## src/rtl/wslc_defs.vh

```
// register offsets, field positions, reset values and timing for the wiper source block
`ifndef WSLC_DEFS_VH
`define WSLC_DEFS_VH
// ----------------------------------------
// register offsets
// ----------------------------------------
`define WSLC_ADDR_INITIAL_VALUE 8'h00
`define WSLC_ADDR_STORAGE_CONTROL 8'h02
`define WSLC_ADDR_WIPER_SOURCE_CONTROL 8'h03
`define WSLC_ADDR_TABLE_SLOT_POINTER 8'h08
`define WSLC_ADDR_WIPER_POSITION 8'h09
`define WSLC_ADDR_MANUAL_OVERRIDE_CONTROL 8'h0A
`define WSLC_ADDR_TEMPERATURE_RESULT 8'h0C
`define WSLC_ADDR_SUPPLY_VOLTAGE_RESULT 8'h0E
`define WSLC_ADDR_TABLE_FIRST 8'h80
`define WSLC_ADDR_TABLE_LAST 8'hC7
// ----------------------------------------
// field positions
// ----------------------------------------
`define WSLC_BIT_AUTO_UPDATE 0
`define WSLC_BIT_SUM_SELECT 1
`define WSLC_BIT_POINTER_MANUAL 1
`define WSLC_BIT_WIPER_MANUAL 2
`define WSLC_BIT_SHADOW_SELECT 7
// ----------------------------------------
// reset values and table limits
// ----------------------------------------
`define WSLC_RST_WIPER_SOURCE_CONTROL 8'h03
`define WSLC_RST_ZERO 8'h00
`define WSLC_TEMP_LOW 8'hD8
`define WSLC_TEMP_HIGH 8'h65
`define WSLC_WIPER_MAX 7'h7F
// ----------------------------------------
// timing
// ----------------------------------------
`define WSLC_CLK_HZ 25000000
`define WSLC_FRAME_US 10000
`define WSLC_FRAME_CYCLES ((`WSLC_FRAME_US * (`WSLC_CLK_HZ / 1000)) / 1000)
`endif

```

## src/rtl/wslc_table_mem.v

```verilog
// 72-entry temperature table memory with registered read data
`timescale 1ns/10ps
module wslc_table_mem #(
    parameter DEPTH = 72,
    parameter AW = 7
) (
    // clock
    input wire clk_in,
    // host write port
    input wire wr_en_in,
    input wire [AW-1:0] wr_addr_in,
    input wire [7:0] wr_data_in,
    // read ports
    input wire [AW-1:0] rd_addr_in,
    output reg [7:0] rd_data_out,
    input wire [AW-1:0] lk_addr_in,
    output reg [7:0] lk_data_out
);
    reg [7:0] mem_reg [0:DEPTH-1];
    integer i;

    // contents stand for the nonvolatile array; they start at zero
    initial begin
        for (i = 0; i < DEPTH; i = i + 1) begin
            mem_reg[i] = 8'h00;
        end
        rd_data_out = 8'h00;
        lk_data_out = 8'h00;
    end

    always @(posedge clk_in) begin
        if (wr_en_in) begin
            mem_reg[wr_addr_in] <= wr_data_in;
        end
        rd_data_out <= mem_reg[rd_addr_in];
        lk_data_out <= mem_reg[lk_addr_in];
    end
endmodule

```

## src/rtl/wslc_slot_map.v

```verilog
// maps a temperature reading to a table slot, with one degree of hysteresis
`timescale 1ns/10ps
`include "wslc_defs.vh"
module wslc_slot_map (
    // reading and current slot
    input wire [7:0] temp_in,
    input wire [7:0] cur_slot_in,
    // chosen slot
    output wire [7:0] slot_out
);
    // ----------------------------------------
    // plain two-degree window
    // ----------------------------------------
    function [7:0] raw_slot;
        input [7:0] t;
        reg [8:0] off;
        begin
            off = 9'h000;
            if ($signed(t) <= $signed(`WSLC_TEMP_LOW)) begin
                raw_slot = `WSLC_ADDR_TABLE_FIRST;
            end else if ($signed(t) >= $signed(`WSLC_TEMP_HIGH)) begin
                raw_slot = `WSLC_ADDR_TABLE_LAST;
            end else begin
                // -39 maps to slot 1; offset (t + 40 + 1) / 2
                off = {t[7], t} + 9'h029;
                raw_slot = `WSLC_ADDR_TABLE_FIRST + {1'b0, off[7:1]};
            end
        end
    endfunction

    wire [7:0] here = raw_slot(temp_in);
    wire [7:0] up1 = raw_slot(temp_in + 8'h01);
    wire [7:0] dn1 = raw_slot(temp_in - 8'h01);
    wire cur_valid = (cur_slot_in >= `WSLC_ADDR_TABLE_FIRST) &&
        (cur_slot_in <= `WSLC_ADDR_TABLE_LAST);

    // hold slot within a degree
    // keep the present slot while the reading sits a degree inside its neighbour
    assign slot_out = (cur_valid && here != cur_slot_in &&
        (up1 == cur_slot_in || dn1 == cur_slot_in)) ? cur_slot_in : here;
endmodule

```

## src/rtl/wslc_top.v

```verilog
// wiper source selection, temperature table control and result registers
// Behaviour
// - sum select works only with auto update
// - sum select 0 loads table or initial
// - sum select 1 loads table plus initial
// - auto update 0 loads initial, halts results
// - auto update 1: host or table drives
// - pointer picks one of 72 slots
// - power-up restores source control from copy
// - auto update 0 disables converter updates
// - pointer holds slot index, always readable
// - pointer writes only when pointer manual
// - pointer reads zero until first frame
// - wiper writes only when wiper manual
// - wiper is unsigned seven bits
// - wiper refreshed per frame, else holds initial
// - wiper manual bit only in table modes
// - pointer manual bit only in table modes
// - temperature result signed, per frame, gated
// - supply result per frame, gated
// - table entries unsigned or signed seven bit
// - two degrees per slot, clamped ends
// - one degree slot hysteresis
// - shadow select spares nonvolatile copy
`timescale 1ns/10ps
`include "wslc_defs.vh"
module wslc_top #(
    parameter FRAME_CYCLES = `WSLC_FRAME_CYCLES,
    parameter TABLE_DEPTH = 72
) (
    // clock and reset
    input wire mclk_in,
    input wire resetn_in,
    // register access from the serial transport
    input wire [7:0] reg_addr_in,
    input wire reg_wr_in,
    input wire [7:0] reg_wdata_in,
    output reg [7:0] reg_rdata_out,
    // converter results
    input wire [7:0] adc_temp_in,
    input wire [7:0] adc_supply_in,
    output wire adc_enable_out,
    output reg frame_tick_out,
    // resistor drive
    output reg [6:0] wiper_out
);
    // ----------------------------------------
    // reset synchroniser
    // ----------------------------------------
    // reset drops at once but leaves two edges later, so no register
    // sees a release that lands close to a clock edge
    reg rst_meta_reg;
    reg rst_sync_reg;
    always @(posedge mclk_in or negedge resetn_in) begin
        if (!resetn_in) begin
            rst_meta_reg <= 1'b0;
            rst_sync_reg <= 1'b0;
        end else begin
            rst_meta_reg <= 1'b1;
            rst_sync_reg <= rst_meta_reg;
        end
    end
    wire rst_n = rst_sync_reg;

    // ----------------------------------------
    // registers
    // ----------------------------------------
    reg [7:0] initial_value_reg;
    reg [7:0] storage_control_reg;
    reg [7:0] src_ctrl_nv_reg;
    reg [7:0] wiper_source_control_reg;
    reg [7:0] table_slot_pointer_reg;
    reg [6:0] wiper_position_reg;
    reg [7:0] manual_override_control_reg;
    reg [7:0] temperature_result_reg;
    reg [7:0] supply_voltage_result_reg;
    reg [31:0] frame_cnt_reg;
    reg first_frame_done_reg;
    reg restore_pending_reg;

    wire auto_update = wiper_source_control_reg[`WSLC_BIT_AUTO_UPDATE];
    wire sum_select = auto_update & wiper_source_control_reg[`WSLC_BIT_SUM_SELECT];
    wire wiper_manual = auto_update &
        manual_override_control_reg[`WSLC_BIT_WIPER_MANUAL];
    wire pointer_manual = auto_update &
        manual_override_control_reg[`WSLC_BIT_POINTER_MANUAL];
    wire shadow_select = storage_control_reg[`WSLC_BIT_SHADOW_SELECT];

    // ----------------------------------------
    // write decode
    // ----------------------------------------
    // every write enable except the table window's comes from this one compare
    function wr_hit;
        input strobe;
        input [7:0] addr;
        input [7:0] target;
        begin
            wr_hit = strobe && addr == target;
        end
    endfunction

    wire wr_iv = wr_hit(reg_wr_in, reg_addr_in, `WSLC_ADDR_INITIAL_VALUE);
    wire wr_sc = wr_hit(reg_wr_in, reg_addr_in, `WSLC_ADDR_STORAGE_CONTROL);
    wire wr_src = wr_hit(reg_wr_in, reg_addr_in, `WSLC_ADDR_WIPER_SOURCE_CONTROL);
    wire wr_ptr = wr_hit(reg_wr_in, reg_addr_in, `WSLC_ADDR_TABLE_SLOT_POINTER);
    wire wr_wip = wr_hit(reg_wr_in, reg_addr_in, `WSLC_ADDR_WIPER_POSITION);
    wire wr_ovr = wr_hit(reg_wr_in, reg_addr_in, `WSLC_ADDR_MANUAL_OVERRIDE_CONTROL);
    // the whole table window shares one write enable
    wire in_table = reg_addr_in >= `WSLC_ADDR_TABLE_FIRST &&
        reg_addr_in <= `WSLC_ADDR_TABLE_LAST;
    wire wr_tab = reg_wr_in && in_table;

    // ----------------------------------------
    // frame timer
    // ----------------------------------------
    // the timer runs with auto update off too; the result latches and the pointer update stop
    wire frame_end = frame_cnt_reg == FRAME_CYCLES - 1;
    always @(posedge mclk_in or negedge rst_n) begin
        if (!rst_n) begin
            frame_cnt_reg <= 32'h00000000;
            frame_tick_out <= 1'b0;
        end else begin
            frame_cnt_reg <= frame_end ? 32'h00000000 : frame_cnt_reg + 32'h00000001;
            frame_tick_out <= frame_end;
        end
    end

    assign adc_enable_out = auto_update;

    // ----------------------------------------
    // table memory and slot mapping
    // ----------------------------------------
    wire [7:0] table_output_value;
    wire [7:0] mapped_slot;
    // pointer selects table slot
    // the lookup byte lags the pointer by a cycle; the wiper takes it at the next tick
    wire [7:0] ptr_off = table_slot_pointer_reg - `WSLC_ADDR_TABLE_FIRST;
    wire [7:0] rd_off = reg_addr_in - `WSLC_ADDR_TABLE_FIRST;

    // table bytes are not returned on the read bus, so that port is left open
    wslc_table_mem #(
        .DEPTH(TABLE_DEPTH),
        .AW(7)
    ) u_mem (
        .clk_in(mclk_in),
        .wr_en_in(wr_tab),
        .wr_addr_in(rd_off[6:0]),
        .wr_data_in(reg_wdata_in),
        .rd_addr_in(rd_off[6:0]),
        .rd_data_out(),
        .lk_addr_in(ptr_off[6:0]),
        .lk_data_out(table_output_value)
    );

    wslc_slot_map u_map (
        .temp_in(temperature_result_reg),
        .cur_slot_in(table_slot_pointer_reg),
        .slot_out(mapped_slot)
    );

    // ----------------------------------------
    // wiper source selection
    // ----------------------------------------
    // entry sign by sum select
    function [6:0] add_clamp;
        input [7:0] base;
        input [7:0] entry;
        reg [8:0] s;
        begin
            // entry is signed seven bits: bit 6 carries the sign
            s = {1'b0, base} + {entry[6], entry[6], entry[6:0]};
            if (s[8]) begin
                add_clamp = 7'h00;
            end else if (s[7]) begin
                add_clamp = `WSLC_WIPER_MAX;
            end else begin
                add_clamp = s[6:0];
            end
        end
    endfunction

    reg [6:0] table_wiper;
    always @* begin
        if (sum_select) begin
            table_wiper = add_clamp({1'b0, initial_value_reg[6:0]}, table_output_value);
        end else begin
            // direct table value
            // unsigned entries above 127 clamp to the top tap
            table_wiper = table_output_value[7] ? `WSLC_WIPER_MAX : table_output_value[6:0];
        end
    end

    // ----------------------------------------
    // control registers
    // ----------------------------------------
    always @(posedge mclk_in or negedge rst_n) begin
        if (!rst_n) begin
            storage_control_reg <= `WSLC_RST_ZERO;
            wiper_source_control_reg <= `WSLC_RST_WIPER_SOURCE_CONTROL;
            manual_override_control_reg <= `WSLC_RST_ZERO;
            restore_pending_reg <= 1'b1;
        end else begin
            restore_pending_reg <= 1'b0;
            // a source control write in the reload cycle is lost, so the host waits one more edge
            if (restore_pending_reg) begin
                wiper_source_control_reg <= src_ctrl_nv_reg;
            end else if (wr_src) begin
                wiper_source_control_reg <= {6'h00, reg_wdata_in[1:0]};
            end
            if (wr_sc) begin
                storage_control_reg <= {reg_wdata_in[7], 7'h00};
            end
            if (wr_ovr) begin
                manual_override_control_reg <= {5'h00, reg_wdata_in[2:1], 1'b0};
            end
        end
    end

    // ----------------------------------------
    // nonvolatile copies
    // ----------------------------------------
    // these bytes stand for stored cells, so reset leaves them alone; a reset in
    // mid-run must bring back what the host last committed, not the factory value
    initial begin
        initial_value_reg = `WSLC_RST_ZERO;
        src_ctrl_nv_reg = `WSLC_RST_WIPER_SOURCE_CONTROL;
    end

    always @(posedge mclk_in) begin
        if (rst_n && !restore_pending_reg && wr_src && !shadow_select) begin
            src_ctrl_nv_reg <= {6'h00, reg_wdata_in[1:0]};
        end
    end

    // with shadow select set an address zero write moves only the wiper
    always @(posedge mclk_in) begin
        if (rst_n && wr_iv && !shadow_select) begin
            initial_value_reg <= reg_wdata_in;
        end
    end

    // ----------------------------------------
    // results, pointer and wiper
    // ----------------------------------------
    always @(posedge mclk_in or negedge rst_n) begin
        if (!rst_n) begin
            temperature_result_reg <= `WSLC_RST_ZERO;
            supply_voltage_result_reg <= `WSLC_RST_ZERO;
            table_slot_pointer_reg <= `WSLC_RST_ZERO;
            wiper_position_reg <= 7'h00;
            first_frame_done_reg <= 1'b0;
        end else begin
            if (frame_end && auto_update) begin
                temperature_result_reg <= adc_temp_in;
                supply_voltage_result_reg <= adc_supply_in;
            end
            // the first lookup after release reads a stale slot, so the wiper waits a frame
            if (frame_tick_out && auto_update) begin
                first_frame_done_reg <= 1'b1;
            end
            // a manual pointer write wins over the tick in the same cycle
            // pointer write gate
            if (wr_ptr && pointer_manual) begin
                table_slot_pointer_reg <= reg_wdata_in;
            end else if (frame_tick_out && auto_update && !pointer_manual) begin
                table_slot_pointer_reg <= mapped_slot;
            end
            if (restore_pending_reg) begin
                // the source byte still holds its reset value in this cycle, so the
                // stored copy decides whether the initial value is loaded
                if (!src_ctrl_nv_reg[`WSLC_BIT_AUTO_UPDATE]) begin
                    wiper_position_reg <= initial_value_reg[6:0];
                end
            end else if (!auto_update) begin
                if (wr_iv) begin
                    wiper_position_reg <= reg_wdata_in[6:0];
                end
            end else if (wr_iv) begin
                wiper_position_reg <= reg_wdata_in[6:0];
            end else if (wiper_manual) begin
                if (wr_wip) begin
                    wiper_position_reg <= reg_wdata_in[6:0];
                end
            end else if (frame_tick_out && first_frame_done_reg) begin
                wiper_position_reg <= table_wiper;
            end
        end
    end

    // the drive lags the register by a cycle so the resistor sees one settled code
    // seven bit wiper drive
    always @(posedge mclk_in or negedge rst_n) begin
        if (!rst_n) begin
            wiper_out <= 7'h00;
        end else begin
            wiper_out <= wiper_position_reg;
        end
    end

    // ----------------------------------------
    // read data
    // ----------------------------------------
    always @(posedge mclk_in or negedge rst_n) begin
        if (!rst_n) begin
            reg_rdata_out <= 8'h00;
        end else begin
            case (reg_addr_in)
                `WSLC_ADDR_INITIAL_VALUE: reg_rdata_out <= shadow_select ?
                    {1'b0, wiper_position_reg} : initial_value_reg;
                `WSLC_ADDR_STORAGE_CONTROL: reg_rdata_out <= storage_control_reg;
                `WSLC_ADDR_WIPER_SOURCE_CONTROL: reg_rdata_out <= wiper_source_control_reg;
                `WSLC_ADDR_TABLE_SLOT_POINTER: reg_rdata_out <= table_slot_pointer_reg;
                `WSLC_ADDR_WIPER_POSITION: reg_rdata_out <= {1'b0, wiper_position_reg};
                `WSLC_ADDR_MANUAL_OVERRIDE_CONTROL: reg_rdata_out <= manual_override_control_reg;
                `WSLC_ADDR_TEMPERATURE_RESULT: reg_rdata_out <= temperature_result_reg;
                `WSLC_ADDR_SUPPLY_VOLTAGE_RESULT: reg_rdata_out <= supply_voltage_result_reg;
                // table addresses and unused offsets read zero
                default: reg_rdata_out <= 8'h00;
            endcase
        end
    end

endmodule

```

## config.mk

```make
export PLATFORM = sky130hd
export DESIGN_NAME = wslc_top
export DESIGN_NICKNAME = d
export VERILOG_FILES = /design/src/rtl/wslc_table_mem.v /design/src/rtl/wslc_slot_map.v /design/src/rtl/wslc_top.v
export VERILOG_INCLUDE_DIRS = /design/src /design/src/rtl
export SDC_FILE = /design/constraint.sdc
export NUM_CORES = 1
export LEC_CHECK = 0
export BUFFER_PORTS_ARGS = -buffer_cell sky130_fd_sc_hd__buf_2
export CORE_MARGIN = 10
export CORE_UTILIZATION = 48
export CTS_CLUSTER_DIAMETER = 100
export DETAILED_ROUTE_END_ITERATION = 6
export PLACE_DENSITY = 0.66
export SLEW_MARGIN = 5
export SYNTH_ARGS = -nofsm -noshare
export SYNTH_HDL_FRONTEND = slang
export SYNTH_SLANG_ARGS = --single-unit
```

## constraint.sdc

```tcl
create_clock -name mclk_in -period 2.7 [get_ports mclk_in]
set_input_delay 0.27 -clock mclk_in [delete_from_list [all_inputs] [get_ports mclk_in]]
set_output_delay 0.27 -clock mclk_in [all_outputs]
set_load 0.03 [all_outputs]
```

==> impl_metrics.json <==
{
  "switching_share": 0.211,
  "route.detailed.drc": 0,
  "hold_violations": 0,
  "viasPerCell": 5.87,
  "worstMarginPinSlew_ns": 0.713,
  "coreArea_mm2": 0.0601,
  "switchingPower_mw": 4.67,
  "syn_nets": 1749,
  "finalMaxSlewViolations": 0,
  "r2r_cells": 14,
  "cts.sinks": 682,
  "synth_edf_count": 586,
  "synth_seq_area_share": 0.686,
  "grt_pass1_wl_um": 108000,
  "max_cap_viol_count": 0,
  "port_buffers": 51,
  "power_mw": 22.1,
  "area_growth_pct": 22.3,
  "finalWirelength_um": 71600,
  "final_cells": 2892,
  "synth_top_family_by_area": "multiplexers",
  "relSlewSlack": 0.524,
  "fill_cells": 4495,
  "cts_tree": "done",
  "cellPowerDensity_mw_per_mm2": 622,
  "p_int_mw": 17.4,
  "fin_skew_ns": 0.0217,
  "antenna_found_initial": 0,
  "num-nets-final": 2112,
  "syn_avg_cell_area_um2": 17.1,
  "yosys.area_share.simple": 0.0669,
  "avgRoutedWirePerCell_um": 24.7,
  "largest_reg_flops": 576,
  "cp_max_fo": 7,
  "crit_arrival_ns": 3.59,
  "period_share": 1.14,
  "clockPowerShare": 0.431,
  "period_minus_slack_ns": 3.09,
  "post-dp-hpwl_um": 46500,
  "io_pins": 52,
  "clk_pin_slew_ns": 0.06,
  "grt_usage": 0.201,
  "cts-root-buf": "clkbuf_16",
  "cts_buffer_depth": 3,
  "endpoint_kind": "register",
  "drt-initial-drc-count": 1534,
  "die_w_um": 266,
  "synth_cell_types": 89,
  "synthArstFlopShare": 0.129,
  "vias": 17000,
  "rows": 90,
  "path_class": "register to register",
  "drtPass1Iterations": 5,
  "regArea_mm2": 0.0200,
  "synth-seq-cells": 682,
  "setup_slack_ns": -0.387,
  "diodes": 0,
  "ir_drop_mv": 0.753,
  "synth_compound_area_frac": 0.0514,
  "synthMuxAreaShare": 0.153,
  "gp_congestion": 0.902,
  "cts-htree-levels": 3,
  "setup_viol": 15,
  "synth_fa_ha_area_frac": 0.00757,
  "rsz0062_at_grt": "yes",
  "start_kind": "register",
  "synth-main-ff-cell": "edfxtp_1",
  "critPathRequiredTime_ns": 3.20,
  "min_path_type": "input port to register",
  "ant_nets": 0,
  "die_y_um": 266,
  "start_util": 0.484,
  "post-place-ws_ns": -0.556,
  "dieArea_mm2": 0.0708,
  "grt_start_max_net_pins": 78,
  "cts_buffers": 72,
  "grt_pass1_vias": 17300,
  "status": "finished with violations",
  "netlist_area_mm2": 0.0291,
  "synthCells": 1697,
  "multi_input_area_mm2": 0.00901,
  "clock.fmax_mhz": 324,
  "power.share.combinational": 0.048,
  "grt_overflow": 0,
  "yosys_warnings": 0,
  "leakage_nw": 12.6,
  "synth_xor_xnor_area_share": 0.0171,
  "power.share.sequential": 0.522,
  "violations": "negative setup slack",
  "clkLatencyLatePin_ns": 0.60,
  "drive_gt1_frac": 0.355,
  "post-place-cells": 2712,
  "finish.utilization": 0.591,
  "holdPathStages": 1
}
kinds of logic after synthesis:
group                    count (synthesis)
flip-flops                             682
AND/OR/NAND/NOR                        402
multiplexers                           216
AO/OA/AOI/OAI                          209
buffers and inverters                  113
XOR/XNOR                                56
adder cells (fa/ha/maj)                 17
other                                    2
cell usage in the layout (no fill, tap or decap), types with 16 or more instances in the layout:
cell type,n
o21ai_0,44
buf_12,19
xor2_1,22
clkbuf_16,76
edfxtp_1,586
inv_1,19
buf_4,268
mux2_2,19
mux4_2,181
nor2_1,131
dfrtp_1,80
nand3_1,24
dlygate4sd3_1,19
a21oi_1,21
xnor2_1,31
mux2i_1,16
nand2_1,106
nor2b_1,16
buf_2,51
worst max-delay path: stages, from the launching register on:
cell and delay, ns:
dfrtp_1 0.37, buf_6 0.15, inv_6 0.05, ha_4 0.17, buf_6 0.13, buf_4 0.15, or3_4 0.39, a311oi_4 0.37
a31oi_4 0.07, o22ai_1 0.19, a211o_1 0.13, o31ai_1 0.06, and4b_2 0.26, or2_4 0.30, a211oi_2 0.20
power groups by stage:
| stage | sequential, mW | clock (mW) | combinational (mW) |
|---|---|---|---|
| after floorplan | 11.8 | 0 | 0.412 |
| after global placement | 11.7 | 0 | 0.906 |
| after detailed placement | 11.7 | 0 | 0.930 |
| after CTS | 11.5 | 9.66 | 1.01 |
| after global routing | 11.5 | 10.1 | 1.13 |
| final | 11.5 | 9.52 | 1.05 |
path summary, 6_finish.rpt:
kind	startpoint	end	slack, ns
max reg2reg	temperature_result_reg[0]	table_slot_pointer_reg[1]	-0.39
max in group asynchronous	rst_n	temperature_result_reg[1]	1.82
max	temperature_result_reg[0]	table_slot_pointer_reg[1]	-0.39
min in group asynchronous	rst_n	storage_control_reg[7]	0.17
min reg2reg	rst_n	storage_control_reg[7]	0.17
min	reg_wdata_in[7]	u_mem.mem_reg[68][7]	0.09
synth_stat cells, types with 5 or more instances:
library cell | number | share of area
nor2b_1 | 18 | 0.0039
ha_1 | 16 | 0.0069
edfxtp_1 | 586 | 0.61
nor3_1 | 15 | 0.0026
mux2_2 | 19 | 0.0074
nor4_1 | 14 | 0.0030
nor2_1 | 136 | 0.018
a211oi_2 | 8 | 0.0034
a22oi_1 | 8 | 0.0021
dfxtp_1 | 8 | 0.0055
mux2i_1 | 16 | 0.0055
clkbuf_1 | 40 | 0.0052
xor2_1 | 23 | 0.0069
mux4_2 | 181 | 0.14
xnor2_1 | 32 | 0.0096
nand2_1 | 109 | 0.014
o2bb2ai_1 | 11 | 0.0033
a221o_1 | 6 | 0.0021
buf_1 | 24 | 0.0031
or3_1 | 9 | 0.0019
a222oi_1 | 5 | 0.0017
a21o_1 | 8 | 0.0021
nand3_1 | 26 | 0.0045
a31oi_1 | 15 | 0.0032
o21ai_1 | 6 | 0.0010
dfrtp_1 | 85 | 0.073
o21a_1 | 6 | 0.0015
o21ai_0 | 50 | 0.0086
buf_6 | 7 | 0.0027
a21oi_1 | 29 | 0.0050
and3_1 | 13 | 0.0028
nand4_1 | 9 | 0.0019
buf_2 | 16 | 0.0028
inv_1 | 22 | 0.0028
nand2b_1 | 15 | 0.0032
nor4b_1 | 6 | 0.0018
a211oi_1 | 5 | 0.0013
metal layers:
layer,vias up,track usage,share of wire
met2,537,0.338,0.51
li1,7489,-,-
met3,137,0.0323,0.056
met4,0,0.0595,0.029
met5,-,0,0
met1,8800,0.265,0.41
area by class of cell:
| cell class | count | area share |
|---|---|---|
| tap | 782 | 0.0275 |
| timing repair buffer | 377 | 0.0905 |
| sequential | 682 | 0.562 |
| clock buffer | 85 | 0.0520 |
| multi-input combinational | 902 | 0.254 |
| clock inverter | 39 | 0.0117 |
| inverter | 25 | 0.00278 |
what timing repair did:
action	in CTS	in global routing
endpoints found under the setup margin	19	23
gates cloned	4	4
resized for setup	59	50
endpoints found under the hold margin	24	0
setup buffers	18	16
hold buffers	19	0
pin swaps	22	15
stage by stage:
step / cell area (um^2) / setup TNS, ns / hold slack (ns)
5_1_grt: 35600 / -4.80 / 0.0744
2_1_floorplan: 29200 / -3.66 / -0.0256
3_3_place_gp: 32200 / -4.60 / 0.0545
4_1_cts: 35200 / -3.65 / 0.0549
3_5_place_dp: 32200 / -5.08 / 0.0575
6_report: 35600 / -3.17 / 0.0893
Note: power is estimated with default switching activity, not from simulation.
